<file path="src/common/addr_mod_pkg.sv">
// Purpose: shared constants and types for the address modifier arithmetic unit
// Assumes: 24-bit address space, 8 modifier/pointer/offset register sets
// Notes: modifier encodings live here so decode and tests agree
package addr_mod_pkg;

  // ****************************************
  // widths and counts
  // ****************************************
  localparam int ADDR_W = 24;
  localparam int MOD_W = 24;
  localparam int NUM_SETS = 8;
  localparam int SET_W = 3;
  localparam int PIPE_LAT = 1; // cycles from req to result valid

  // ****************************************
  // modifier field layout
  // ****************************************
  localparam int MOD_LOW_W = 16;
  localparam int MWRAP_SEL_BIT = 15;
  localparam int MWRAP_CLR_BIT = 14;
  localparam int MWRAP_FIELD_W = 14;
  localparam logic [15:0] MOD_LINEAR_LOW = 16'hFFFF;
  localparam logic [15:0] MOD_REVERSE_LOW = 16'h0000;
  localparam logic [15:0] MOD_MODULO_MAX = 16'h7FFF;

  // ****************************************
  // reset values
  // ****************************************
  localparam logic [23:0] PTR_RST = 24'h000000;
  localparam logic [23:0] OFS_RST = 24'h000000;
  localparam logic [23:0] MOD_RST = 24'hFFFFFF;

  // update kind requested by the address generation stage
  typedef enum logic [2:0] {
    UPD_NONE,     // (ptr)
    UPD_POST_INC, // (ptr)+
    UPD_POST_DEC, // (ptr)-
    UPD_POST_ADD, // (ptr)+ofs
    UPD_POST_SUB, // (ptr)-ofs
    UPD_INDEXED,  // (ptr+ofs)
    UPD_PRE_DEC,  // -(ptr)
    UPD_PC_REL    // pc + operand, always linear
  } upd_kind_e;

  // arithmetic type chosen by a modifier
  typedef enum logic [2:0] {
    ARITH_LINEAR,
    ARITH_REVERSE,
    ARITH_MODULO,
    ARITH_MWRAP,
    ARITH_RESERVED
  } arith_e;

endpackage

</file>
<file path="src/rtl/mod_arith_core.sv">
// Purpose: combinational address arithmetic for every modifier type
// Assumes: inputs stable for the whole cycle; no state
// Notes: one instance serves all register sets; the top selects operands
module mod_arith_core #(
  parameter int AW = 24
) (
  input wire logic [AW-1:0] base_addr,
  input wire logic [AW-1:0] operand,
  input wire logic subtract,
  input wire logic [23:0] modifier,
  input wire logic force_linear,
  output logic [AW-1:0] result,
  output addr_mod_pkg::arith_e arith
);

  // ****************************************
  // helpers
  // ****************************************
  // bit reversal of an address word
  function automatic logic [AW-1:0] bit_rev(input logic [AW-1:0] v);
    logic [AW-1:0] r;
    r = '0;
    for (int i = 0; i < AW; i++) begin
      r[i] = v[AW-1-i];
    end
    return r;
  endfunction

  // mask of the k low bits, smallest 2^k >= m+1 (m = M-1)
  function automatic logic [AW-1:0] block_mask(input logic [15:0] m);
    logic [AW-1:0] k_mask;
    k_mask = '0;
    for (int i = 0; i < 16; i++) begin
      if (m[i]) begin
        k_mask = (AW'(1) << (i + 1)) - AW'(1);
      end
    end
    return k_mask;
  endfunction

  logic [15:0] low16;
  logic [15:0] mod_m1;
  logic [AW-1:0] kmask;
  logic [AW-1:0] modsize;
  logic [AW-1:0] blk_base;
  logic [AW-1:0] blk_ofs;
  logic [AW-1:0] signed_op;
  logic [AW-1:0] mag;
  logic [AW-1:0] lin_sum;
  logic [AW-1:0] rel_sum;
  logic [AW-1:0] rel_wrap;
  logic is_block_mult;

  // ****************************************
  // modifier decode
  // ****************************************
  // upper byte ignored for every type; reserved codes fall back to linear
  always_comb begin
    low16 = modifier[15:0];
    mod_m1 = 16'h0000;
    if (force_linear) begin
      arith = addr_mod_pkg::ARITH_LINEAR;
    end else if (low16 == addr_mod_pkg::MOD_LINEAR_LOW) begin
      arith = addr_mod_pkg::ARITH_LINEAR;
    end else if (low16 == addr_mod_pkg::MOD_REVERSE_LOW) begin
      arith = addr_mod_pkg::ARITH_REVERSE;
    end else if (low16 <= addr_mod_pkg::MOD_MODULO_MAX) begin
      arith = addr_mod_pkg::ARITH_MODULO;
      mod_m1 = low16;
    end else if (low16[addr_mod_pkg::MWRAP_SEL_BIT] && !low16[addr_mod_pkg::MWRAP_CLR_BIT]
                 && ((low16[13:0] & (low16[13:0] + 14'h0001)) == 14'h0000)
                 && (low16[13:0] != 14'h0000)) begin
      arith = addr_mod_pkg::ARITH_MWRAP;
      mod_m1 = {2'b00, low16[13:0]};
    end else begin
      arith = addr_mod_pkg::ARITH_RESERVED;
    end
  end

  // ****************************************
  // arithmetic
  // ****************************************
  // region base from pointer alone: no boundaries are stored anywhere
  always_comb begin
    kmask = block_mask(mod_m1);
    modsize = AW'(mod_m1) + AW'(1);
    blk_base = base_addr & ~kmask;
    blk_ofs = base_addr & kmask;
    signed_op = subtract ? (AW'(0) - operand) : operand;
    mag = operand;
    lin_sum = base_addr + signed_op;
    is_block_mult = ((mag & kmask) == AW'(0)) && (mag != AW'(0));
    rel_sum = '0;
    rel_wrap = '0;
    case (arith)
      addr_mod_pkg::ARITH_REVERSE: begin
        // reverse carry: add in the mirrored domain, mirror back
        rel_sum = bit_rev(base_addr) +
                  (subtract ? (AW'(0) - bit_rev(operand)) : bit_rev(operand));
        result = bit_rev(rel_sum);
      end
      addr_mod_pkg::ARITH_MODULO: begin
        if (is_block_mult) begin
          result = lin_sum;
        end else begin
          // single wrap only; the sign of the step, not add or subtract, picks the way
          rel_sum = blk_ofs + signed_op;
          if (signed_op[AW-1] && rel_sum[AW-1]) begin
            rel_wrap = rel_sum + modsize;
          end else if (!signed_op[AW-1] && (rel_sum >= modsize)) begin
            rel_wrap = rel_sum - modsize;
          end else begin
            rel_wrap = rel_sum;
          end
          result = blk_base | (rel_wrap & kmask);
        end
      end
      addr_mod_pkg::ARITH_MWRAP: begin
        // power of two: masking wraps any number of times
        rel_sum = blk_ofs + signed_op;
        result = blk_base | (rel_sum & kmask);
      end
      default: begin
        result = lin_sum;
      end
    endcase
  end

endmodule

</file>
<file path="src/rtl/address_modifier_arithmetic.sv">
// Purpose: pointer/offset/modifier register sets with address update arithmetic
// Assumes: decoder issues at most one request per cycle, all inputs synchronous
// Notes: result and write-back appear one cycle after the request
//   loads and updates share one write path per set; loads take priority
//   one arithmetic core serves every set, so only one request per cycle

module address_modifier_arithmetic #(
  parameter int NUM_SETS = addr_mod_pkg::NUM_SETS,
  parameter int SET_W = addr_mod_pkg::SET_W
) (
  input wire logic clk,
  input wire logic rst_n,
  input wire logic req_valid,
  input wire logic [SET_W-1:0] req_set,
  input wire addr_mod_pkg::upd_kind_e req_kind,
  input wire logic [23:0] pc_value,
  input wire logic [23:0] pc_disp,
  input wire logic wr_ptr_en,
  input wire logic wr_ofs_en,
  input wire logic wr_mod_en,
  input wire logic [SET_W-1:0] wr_set,
  input wire logic [23:0] wr_data,
  input wire logic [SET_W-1:0] rd_set,
  output logic [23:0] rd_ptr,
  output logic [23:0] rd_ofs,
  output logic [23:0] rd_mod,
  output logic ea_valid,
  output logic [23:0] ea_addr,
  output logic [23:0] ea_new_ptr,
  output addr_mod_pkg::arith_e ea_arith
);

  // ****************************************
  // helpers
  // ****************************************
  // one set-select compare shared by every load and update path
  function automatic logic set_hit(input logic [SET_W-1:0] sel, input int idx);
    return sel == SET_W'(idx);
  endfunction

  // modes whose operand address is the computed sum rather than the old pointer
  function automatic logic addr_from_sum(input addr_mod_pkg::upd_kind_e kind);
    logic hit;
    hit = 1'b0;
    case (kind)
      addr_mod_pkg::UPD_INDEXED, addr_mod_pkg::UPD_PRE_DEC,
      addr_mod_pkg::UPD_PC_REL: begin
        hit = 1'b1;
      end
      default: begin
        hit = 1'b0;
      end
    endcase
    return hit;
  endfunction

  // ****************************************
  // register sets
  // ****************************************
  logic [23:0] address_pointer_reg_ff [NUM_SETS];
  logic [23:0] address_offset_reg_ff [NUM_SETS];
  logic [23:0] address_modifier_reg_ff [NUM_SETS];
  logic [23:0] nxt_address_pointer_reg [NUM_SETS];
  logic [23:0] nxt_address_offset_reg [NUM_SETS];
  logic [23:0] nxt_address_modifier_reg [NUM_SETS];

  logic ea_valid_ff;
  logic [23:0] ea_addr_ff;
  logic [23:0] ea_new_ptr_ff;
  addr_mod_pkg::arith_e ea_arith_ff;
  logic nxt_ea_valid;
  logic [23:0] nxt_ea_addr;
  logic [23:0] nxt_ea_new_ptr;
  addr_mod_pkg::arith_e nxt_ea_arith;

  // ****************************************
  // operand selection
  // ****************************************
  logic [23:0] cur_ptr;
  logic [23:0] cur_ofs;
  logic [23:0] cur_mod;
  logic [23:0] op_base;
  logic [23:0] op_val;
  logic op_sub;
  logic op_pc;
  logic [23:0] arith_res;
  addr_mod_pkg::arith_e arith_type;
  logic ptr_update;

  // the pointer's own modifier is always the one used; the lookup is a plain
  // mux of flip-flops, so a request sees the registers as of before its edge
  always_comb begin
    cur_ptr = address_pointer_reg_ff[req_set];
    cur_ofs = address_offset_reg_ff[req_set];
    cur_mod = address_modifier_reg_ff[req_set];
    op_base = cur_ptr;
    op_val = 24'h000000;
    op_sub = 1'b0;
    op_pc = 1'b0;
    ptr_update = 1'b0;
    case (req_kind)
      addr_mod_pkg::UPD_POST_INC: begin
        op_val = 24'h000001;
        ptr_update = 1'b1;
      end
      addr_mod_pkg::UPD_POST_DEC, addr_mod_pkg::UPD_PRE_DEC: begin
        op_val = 24'h000001;
        op_sub = 1'b1;
        ptr_update = 1'b1;
      end
      addr_mod_pkg::UPD_POST_ADD: begin
        op_val = cur_ofs;
        ptr_update = 1'b1;
      end
      addr_mod_pkg::UPD_POST_SUB: begin
        op_val = cur_ofs;
        op_sub = 1'b1;
        ptr_update = 1'b1;
      end
      addr_mod_pkg::UPD_INDEXED: begin
        op_val = cur_ofs;
      end
      addr_mod_pkg::UPD_PC_REL: begin
        op_base = pc_value;
        op_val = pc_disp;
        op_pc = 1'b1;
      end
      default: begin
        op_val = 24'h000000;
      end
    endcase
  end

  // one shared arithmetic core: only one request is taken per cycle, so a
  // core per set would cost area for nothing
  mod_arith_core #(
    .AW(addr_mod_pkg::ADDR_W)
  ) u_core (
    .base_addr(op_base),
    .operand(op_val),
    .subtract(op_sub),
    .modifier(cur_mod),
    .force_linear(op_pc),
    .result(arith_res),
    .arith(arith_type)
  );

  // ****************************************
  // result stage
  // ****************************************
  // post modes address with the old pointer; pre-decrement and indexed use the sum
  // ea_addr, ea_new_ptr and ea_arith hold between requests so a slow consumer may read them late
  always_comb begin
    nxt_ea_valid = req_valid;
    nxt_ea_arith = arith_type;
    nxt_ea_new_ptr = cur_ptr;
    nxt_ea_addr = cur_ptr;
    if (req_valid) begin
      if (addr_from_sum(req_kind)) begin
        nxt_ea_addr = arith_res;
      end
      if (ptr_update) begin
        nxt_ea_new_ptr = arith_res;
      end
    end else begin
      nxt_ea_addr = ea_addr_ff;
      nxt_ea_new_ptr = ea_new_ptr_ff;
      nxt_ea_arith = ea_arith_ff;
    end
  end

  // result registers only; every decision is taken in the block above
  always_ff @(posedge clk or negedge rst_n) begin
    if (!rst_n) begin
      ea_valid_ff <= 1'b0;
      ea_addr_ff <= 24'h000000;
      ea_new_ptr_ff <= 24'h000000;
      ea_arith_ff <= addr_mod_pkg::ARITH_LINEAR;
    end else begin
      ea_valid_ff <= nxt_ea_valid;
      ea_addr_ff <= nxt_ea_addr;
      ea_new_ptr_ff <= nxt_ea_new_ptr;
      ea_arith_ff <= nxt_ea_arith;
    end
  end

  // ****************************************
  // register write-back
  // ****************************************
  // direct loads win over an update of the same pointer in the same cycle, so a
  // reload issued alongside a post-update is never overwritten by the stale sum
  for (genvar g = 0; g < NUM_SETS; g++) begin : g_set
    always_comb begin
      nxt_address_pointer_reg[g] = address_pointer_reg_ff[g];
      nxt_address_offset_reg[g] = address_offset_reg_ff[g];
      nxt_address_modifier_reg[g] = address_modifier_reg_ff[g];
      if (req_valid && ptr_update && set_hit(req_set, g)) begin
        nxt_address_pointer_reg[g] = arith_res;
      end
      if (wr_ptr_en && set_hit(wr_set, g)) begin
        nxt_address_pointer_reg[g] = wr_data;
      end
      if (wr_ofs_en && set_hit(wr_set, g)) begin
        nxt_address_offset_reg[g] = wr_data;
      end
      if (wr_mod_en && set_hit(wr_set, g)) begin
        nxt_address_modifier_reg[g] = wr_data;
      end
    end

    // set registers only; the offset word is never touched by an update
    always_ff @(posedge clk or negedge rst_n) begin
      if (!rst_n) begin
        address_pointer_reg_ff[g] <= addr_mod_pkg::PTR_RST;
        address_offset_reg_ff[g] <= addr_mod_pkg::OFS_RST;
        address_modifier_reg_ff[g] <= addr_mod_pkg::MOD_RST;
      end else begin
        address_pointer_reg_ff[g] <= nxt_address_pointer_reg[g];
        address_offset_reg_ff[g] <= nxt_address_offset_reg[g];
        address_modifier_reg_ff[g] <= nxt_address_modifier_reg[g];
      end
    end
  end

  // readback of register sets is registered data; the pick itself is a plain mux
  assign rd_ptr = address_pointer_reg_ff[rd_set];
  assign rd_ofs = address_offset_reg_ff[rd_set];
  assign rd_mod = address_modifier_reg_ff[rd_set];
  assign ea_valid = ea_valid_ff;
  assign ea_addr = ea_addr_ff;
  assign ea_new_ptr = ea_new_ptr_ff;
  assign ea_arith = ea_arith_ff;

endmodule

</file>
<file path="config.mk">
export PLATFORM = sky130hd
export DESIGN_NAME = address_modifier_arithmetic
export DESIGN_NICKNAME = d
export VERILOG_FILES = /design/src/common/addr_mod_pkg.sv /design/src/rtl/mod_arith_core.sv /design/src/rtl/address_modifier_arithmetic.sv
export SDC_FILE = /design/constraint.sdc
export NUM_CORES = 2
export LEC_CHECK = 0
export BUFFER_PORTS_ARGS = -buffer_cell sky130_fd_sc_hd__buf_4
export CORE_ASPECT_RATIO = 1.25
export CORE_MARGIN = 2
export CORE_UTILIZATION = 40
export DETAILED_ROUTE_END_ITERATION = 6
export HOLD_SLACK_MARGIN = 0.05
export PLACE_DENSITY = 0.56
export SYNTH_ARGS = -nofsm -noshare
export SYNTH_HDL_FRONTEND = slang
export SYNTH_SLANG_ARGS = --single-unit
</file>
<file path="constraint.sdc">
create_clock -name clk -period 9.43 [get_ports clk]
set_clock_uncertainty 0.05 [all_clocks]
set_input_delay 0.4715 -clock clk [delete_from_list [all_inputs] [get_ports clk]]
set_output_delay 0.4715 -clock clk [all_outputs]
set_load 0.005 [all_outputs]
</file>
Word-level counts from Yosys, hierarchy flattened
Cells that the tools add are included.
{"block": "classes", "muxes": 77, "n_reduce_logical": 61, "bitwise_logic": 11, "eq_ne": 25, "n_lt_le_gt_ge": 4, "add_sub_neg": 9}
{"operator": "$mux W24", "count": 36}
{"operator": "$bmux W24 S3", "count": 6}
{"operator": "$pmux W24 S3", "count": 2}
{"operator": "$mux W16", "count": 7}
{"operator": "$add A24 B24 Y24", "count": 4}
{"operator": "$and A24 B16 Y24", "count": 4}
{"operator": "$or A24 B24 Y24", "count": 2}
{"operator": "$sub A1 B24 Y24 const A", "count": 2}
{"operator": "$logic_and A1 B1 Y1", "count": 39}
{"operator": "$eq A3 B3 Y1 const B", "count": 12}
{"operator": "$mux W14", "count": 2}
{"operator": "$and A24 B24 Y24", "count": 1}
{"operator": "$eq A3 B2 Y1 const B", "count": 8}
{"operator": "$ge A24 B24 Y1", "count": 1}
{"operator": "$logic_not A24 Y1", "count": 1}
{"operator": "$not A16 Y24", "count": 1}
{"operator": "$reduce_bool A24 Y1", "count": 1}
{"operator": "$sub A24 B24 Y24", "count": 1}
{"operator": "$mux W3", "count": 6}
{"operator": "$add A16 B1 Y17 const B", "count": 1}
{"operator": "$eq A16 B16 Y1 const B", "count": 1}
{"operator": "$le A16 B15 Y1 const B", "count": 1}
{"operator": "$logic_not A16 Y1", "count": 1}
{"operator": "$reduce_bool A2 Y1", "count": 8}
{"operator": "other kinds (24)", "count": 39}
{"block": "totals", "out_inout_bits": 124, "inputBits": 90, "regBits": 628, "word_cells": 215}

Longest topological paths before layout
{"block": "logic_depth", "ltp_word": 44, "ltp_mapped": 47, "depth_no_buf": 37}

By module
A second synthesis with hierarchy kept.
{"block": "unflattened", "hier_cells": 4112, "area_unflattened_um2": 43111.3}
{"module": "address_modifier_arithmetic", "seq_area_each_um2": 15955.3, "n_inst": 1, "area_each_um2": 35262.6, "cells_per_inst": 2936}
{"module": "mod_arith_core", "seq_area_each_um2": 0.0, "n_inst": 1, "area_each_um2": 7848.8, "cells_per_inst": 1176}

Worst setup path before layout
Ideal clock, no wire load.
{"block": "synth_timing", "path_type": "in2reg", "startpoint": "in req_set[0]", "endpoint": "reg address_pointer_reg_ff[105] (netlist name)", "slack_ns": 0.012, "setup_time_ns": 0.096, "required_ns": 9.284, "cell_stages": 45, "t_arrival_ns": 9.272, "path_cell_list": "buf_6 > buf_12 > buf_12 > buf_12 > buf_8 > buf_8 > buf_6 > nand2_1 > o22ai_1 > a221o_1 > or4_1 > nor4_1 > a2bb2oi_1 > nand4_2 > nand2_1 > buf_2 > buf_2 > clkbuf_1 > [9 not listed] > o311a_1 > nor2_1 > nor2_1 > xor2_1 > ha_1 > o21bai_1 > a21o_1 > or2_2 > a31o_2 > a2111oi_0 > o311a_1 > o22ai_1 > o31ai_1 > buf_2 > a21oi_1 > a22oi_2 > a21oi_4 > o31ai_1"}
{"block": "synth_between", "elab_chain_len": 44, "elab_cells_between_ends": 88, "cone_classes": "add/sub (9); order compare (2); eq/ne (5); mux (47); bitwise (10); reduce/logical (15)"}
{"element": "start, declared", "line_no": "address_modifier_arithmetic.sv:14", "source": "input wire logic [SET_W-1:0] req_set,"}
{"element": "$not A3 Y4 (implied by the code)", "line_no": "address_modifier_arithmetic.sv:93, address_modifier_arithmetic.sv:94, address_modifier_arithmetic.sv:95"}
{"element": "$bmux W24 S3", "line_no": "address_modifier_arithmetic.sv:95", "source": "cur_mod = address_modifier_reg_ff[req_set];"}
{"element": "$mux W16 (implied by the code) (2 in a row)", "line_no": "address_modifier_arithmetic.sv:95"}
{"element": "$add A14 B1 Y14", "line_no": "mod_arith_core.sv:71", "source": "&& ((low16[13:0] & (low16[13:0] + 14'h0001)) == 14'h0000)"}
{"element": "$and A14 B14 Y14", "line_no": "mod_arith_core.sv:71"}
{"element": "$logic_not A14 Y1", "line_no": "mod_arith_core.sv:71"}
{"element": "$logic_and A1 B1 Y1", "line_no": "mod_arith_core.sv:71"}
{"element": "$logic_and A1 B1 Y1", "line_no": "mod_arith_core.sv:72", "source": "&& (low16[13:0] != 14'h0000)) begin"}
{"element": "[27 not listed]"}
{"element": "$mux W24", "line_no": "mod_arith_core.sv:103", "source": "if (is_block_mult) begin"}
{"element": "$mux W24", "line_no": "mod_arith_core.sv:95", "source": "case (arith)"}
{"element": "$and A24 B16 Y24", "line_no": "mod_arith_core.sv:115", "source": "result = blk_base | (rel_wrap & kmask);"}
{"element": "$or A24 B24 Y24", "line_no": "mod_arith_core.sv:115"}
{"element": "$mux W24", "line_no": "mod_arith_core.sv:103"}
{"element": "$pmux W24 S3", "line_no": "mod_arith_core.sv:95"}
{"element": "$mux W24", "line_no": "address_modifier_arithmetic.sv:197", "source": "if (req_valid && ptr_update && set_hit(req_set, g)) begin"}
{"element": "$mux W24", "line_no": "address_modifier_arithmetic.sv:200", "source": "if (wr_ptr_en && set_hit(wr_set, g)) begin"}
{"element": "end signal, assigned by index", "line_no": "address_modifier_arithmetic.sv:214", "source": "address_pointer_reg_ff[g] <= addr_mod_pkg::PTR_RST;"}
{"element": "end signal, assigned by index", "line_no": "address_modifier_arithmetic.sv:218", "source": "address_pointer_reg_ff[g] <= nxt_address_pointer_reg[g];"}
{"element": "end, declared", "line_no": "address_modifier_arithmetic.sv:60", "source": "logic [23:0] address_pointer_reg_ff [NUM_SETS];"}
Several ways; a longest one is shown, not always the timed one. The select of a mux whose other input is x is not followed.
A chain may end at the register's enable or synchronous reset.

Worst setup path after layout
{"block": "layout_timing", "startpoint": "reg address_modifier_reg_ff[24] (netlist name)", "endpoint": "reg address_pointer_reg_ff[154] (netlist name)"}
{"block": "layout_between", "elab_chain_len": 43, "elab_cells_between_ends": 66, "cone_classes": "add/sub (5); order compare (2); eq/ne (4); mux (37); bitwise (9); reduce/logical (9)"}
{"element": "start, declared", "line_no": "address_modifier_arithmetic.sv:62", "source": "logic [23:0] address_modifier_reg_ff [NUM_SETS];"}
{"element": "start signal, assigned by index", "line_no": "address_modifier_arithmetic.sv:216", "source": "address_modifier_reg_ff[g] <= addr_mod_pkg::MOD_RST;"}
{"element": "start signal, assigned by index", "line_no": "address_modifier_arithmetic.sv:220", "source": "address_modifier_reg_ff[g] <= nxt_address_modifier_reg[g];"}
{"element": "$bmux W24 S3 *", "line_no": "address_modifier_arithmetic.sv:95"}
{"element": "$mux W16 (implied by the code) * (2 in a row)", "line_no": "address_modifier_arithmetic.sv:95"}
{"element": "$add A14 B1 Y14", "line_no": "mod_arith_core.sv:71"}
{"element": "$and A14 B14 Y14", "line_no": "mod_arith_core.sv:71"}
{"element": "$logic_not A14 Y1", "line_no": "mod_arith_core.sv:71"}
{"element": "$logic_and A1 B1 Y1", "line_no": "mod_arith_core.sv:71"}
{"element": "$logic_and A1 B1 Y1", "line_no": "mod_arith_core.sv:72"}
{"element": "$mux W14", "line_no": "mod_arith_core.sv:70", "source": "end else if (low16[addr_mod_pkg::MWRAP_SEL_BIT] && !low16[addr_mod_pkg::MWRAP_CLR_BIT]"}
{"element": "[26 not listed]"}
{"element": "$mux W24", "line_no": "mod_arith_core.sv:103"}
{"element": "$mux W24", "line_no": "mod_arith_core.sv:95"}
{"element": "$and A24 B16 Y24", "line_no": "mod_arith_core.sv:115"}
{"element": "$or A24 B24 Y24", "line_no": "mod_arith_core.sv:115"}
{"element": "$mux W24", "line_no": "mod_arith_core.sv:103"}
{"element": "$pmux W24 S3 *", "line_no": "mod_arith_core.sv:95"}
{"element": "$mux W24 *", "line_no": "address_modifier_arithmetic.sv:197"}
{"element": "$mux W24 *", "line_no": "address_modifier_arithmetic.sv:200"}
Every way passes the cells marked *; elsewhere a longest branch is shown, timed or not. The select of a mux whose other input is x is not followed.

==> flow_summary.toml <==
[outcome]
outcome = "completed"

[setup_path]
cpPeakStageDelay_ns = 0.58
critical_path_class = "flop to flop"
cp.arrival_ns = 9.43
start_kind = "flop"
slowest_stage = "or4_1"
worstPathRequired_ns = 9.89
path_max_fanout = 10
endpoint_kind = "flop"

[route]
wirelength_um = 170700
first_iter_violations = 3622
route.met3.wl_um = 13090
drc_errors = 0
route.vias.total = 35457
via_per_inst = 6.323
dr.pass1.iters = 6
route.met2.wl_um = 80490
top_layer_used = "met4"
wl_per_cell_um = 30.43
ant_nets = 0
wl_met1_um = 66370

[sta]
final-setup-viol-count = 0
period_needed_ns = 8.967
rsz0062_at_grt = "false"
finalCritPeriodShare_pct = 95.09
drv_slew = 0
hold_viol = 0
holdWs_ns = 0.1586
relSlewSlack_pct = 16.56
fmaxAchievable_mhz = 111.5
worst_pin_slew_ns = 1.249

[die]
rows = 133
initial_core_util_pct = 40.40
die-area_um2 = 109200
dieWidth_um = 296.0
pin_count = 214
core_um2 = 105500
fp.dieH_um = 369.0

[synth]
synth_most_common_cell = "mux2_2"
syn_area_um2 = 42630
yosysSeqAreaShare_pct = 37.43
syn_inst = 3940
syn_area_per_cell_um2 = 10.82
synth-seq-cells = 628
ys_async_sr_fraction_pct = 100.0
yosys-top-cells-area = "dfrtp_1 (26%), mux2_2 (13%), mux4_2 (12%), dfstp_2 (12%), a21oi_1 (3.3%)"
ys.flop_type = "dfrtp_1"
synth_cell_types = 120
synth_top_area_share_pct = 25.60
synth_nets = 4134
synth-edff-count = 0
synth_area_leader_cell = "dfrtp_1"
synth_common_cells = "mux2_2 (492), dfrtp_1 (436), a21oi_1 (277), o21ai_0 (239), nand2_1 (233)"
ys_warn_count = 0

[global_routing]
grt_usage_pct = 31.01
grt_pass1_vias = 35279
grt_overflow = 0
grt_max_degree = 161
grt_pass1_wl_um = 246600
antenna_found_initial = 1

[place]
io_buffers = 213
dpl.hpwl_um = 117000
gp_congestion = 1.027
dpl-instance-area_um2 = 46610

[power]
vdd_drop_max_v = 0.0001437
leakagePower_nw = 20.54
seqPwrFrac_pct = 29.5
power_frac_clock_pct = 21.2
p_comb_share_pct = 49.3
p_int_mw = 8.302
p_per_area_nw_per_um2 = 282.2
p_sw_mw = 5.557
p_sw_share_pct = 40.10
total_power_mw = 13.86

[clock_tree]
cts_tree = "done"
cts_inserted_buffers = 71
root_buffer = "clkbuf_16"
clockBufferDepth = 3
cts_sinks = 628
htree_num_levels = 3
clk_latency_ns = 0.68
cts.clk_slew.worst_paths_ns = 0.06

[final_layout]
synthToLayoutAreaGrowth_pct = 15.23
design_area_um2 = 49120
fin_nets = 4327
layout-drive-gt1-share_pct = 37.68
final_util_pct = 46.56

[min_path]
hold_class = "input pin to flop"

[job]
cap_violations = 0
==> flip-flops by register name (all words and copies together), names as in the netlist <==
register / count
address_modifier_reg_ff: 192
address_offset_reg_ff: 192
address_pointer_reg_ff: 192
ea_addr: 24
ea_arith: 3
ea_new_ptr: 24
ea_valid: 1
==> metal layers <==
metal,global-route usage (%),vias up
met5,0,-
met4,17.40,0
li1,-,15193
met3,5.166,438
met2,50.28,1731
met1,39.23,18095
==> power groups by stage <==
stage,Combinational (mW),Clock [mW],Sequential [mW]
3_5_place_dp,6.66,0,4.11
5_1_grt,7.29,3.08,4.18
3_3_place_gp,6.65,0,4.08
4_1_cts,6.69,2.98,4.07
2_1_floorplan,4.16,0,3.93
6_report,6.84,2.94,4.08
==> stage by stage <==
stage	TNS (ns)	std cells	setup WS, ns
6_report	0	5608	0.4633
5_1_grt	0	5607	0.01221
4_1_cts	0	5604	0.1749
3_5_place_dp	-0.2137	5473	-0.03472
3_3_place_gp	0	5473	0.1441
2_1_floorplan	0	3940	0.01245
==> worst paths after layout <==
kind,cells after the start,from,slack [ns],endpoint
worst min-delay path,3,wr_data[22],0.16,address_pointer_reg_ff[94]
worst min register to register,2,ea_new_ptr[6],0.45,ea_new_ptr[6]
worst max register to register,37,address_modifier_reg_ff[24],0.46,address_pointer_reg_ff[154]
min in group asynchronous,2,rst_n,0.37,address_offset_reg_ff[137]
worst max-delay path,37,address_modifier_reg_ff[24],0.46,address_pointer_reg_ff[154]
max in group asynchronous,4,rst_n,6.70,ea_addr[4]
==> placed cells by master, fill, tap and decap left out, drive strengths merged, types with 10 or more instances in the layout <==
cell type,netlist,layout
a211oi,34,34
a21o,59,59
a21oi,283,283
a221o,10,10
a22oi,19,19
a31oi,24,24
and2,20,20
and3,119,119
buf,73,424
clkbuf,232,102
clkinv,2,14
dfrtp,436,436
dfstp,192,192
ha,99,99
inv,93,101
mux2,494,494
mux2i,79,79
mux4,233,233
nand2,239,239
nand2b,45,45
nand3,91,91
nor2,217,217
nor2b,35,35
nor3,48,48
nor3b,10,10
nor4,12,12
o211ai,27,27
o21ai,283,283
o21bai,11,11
o221ai,18,18
o22ai,29,29
o31a,16,16
o31ai,59,59
or2,22,22
or3,12,12
or4,11,11
xnor2,87,87
xor2,30,30
==> logic make-up after synthesis <==
kind of cell	count (synthesis)	synth area share, %
and+or+nand+nor	904	10.62
other	2	0.01762
AOI/OAI and AO/OA	979	15.11
DFF	628	37.43
adders and majority gates	104	3.141
muxes	806	27.31
buffers and inverters	400	3.974
xor gates and xnor gates	117	2.404
==> critical path: cells and delay by family, from the launching register on <==
| family | cells | cell delay (ns) |
|---|---|---|
| adders and majority gates | 4 | 1.07 |
| muxes | 1 | 0.15 |
| xor gates and xnor gates | 1 | 0.27 |
| and+or+nand+nor | 10 | 2.35 |
| AOI/OAI and AO/OA | 18 | 3.86 |
| DFF | 1 | 0.55 |
| buffers and inverters | 3 | 0.46 |
==> area by class of cell <==
| cell class | instances | area (um2) |
|---|---|---|
| Inverter | 95 | 356.6 |
| Tap cell | 1417 | 1773 |
| Multi-Input combinational cell | 2912 | 25200 |
| Antenna cell | 1 | 2.502 |
| Timing Repair Buffer | 425 | 3436 |
| Clock buffer | 102 | 2003 |
| Fill cell | 9913 | 56380 |
| Clock inverter | 28 | 396.6 |
| Sequential cell | 628 | 15960 |
==> what timing repair did <==
item | 4_1_cts | 5_1_grt
setup buffers | 0 | 3
hold buffers | 1 | 0
setup endpoints to repair | 0 | 148
resized for setup | 0 | 8
hold endpoints to repair | 69 | 0
No activity file was read; power rests on OpenSTA's default activity.
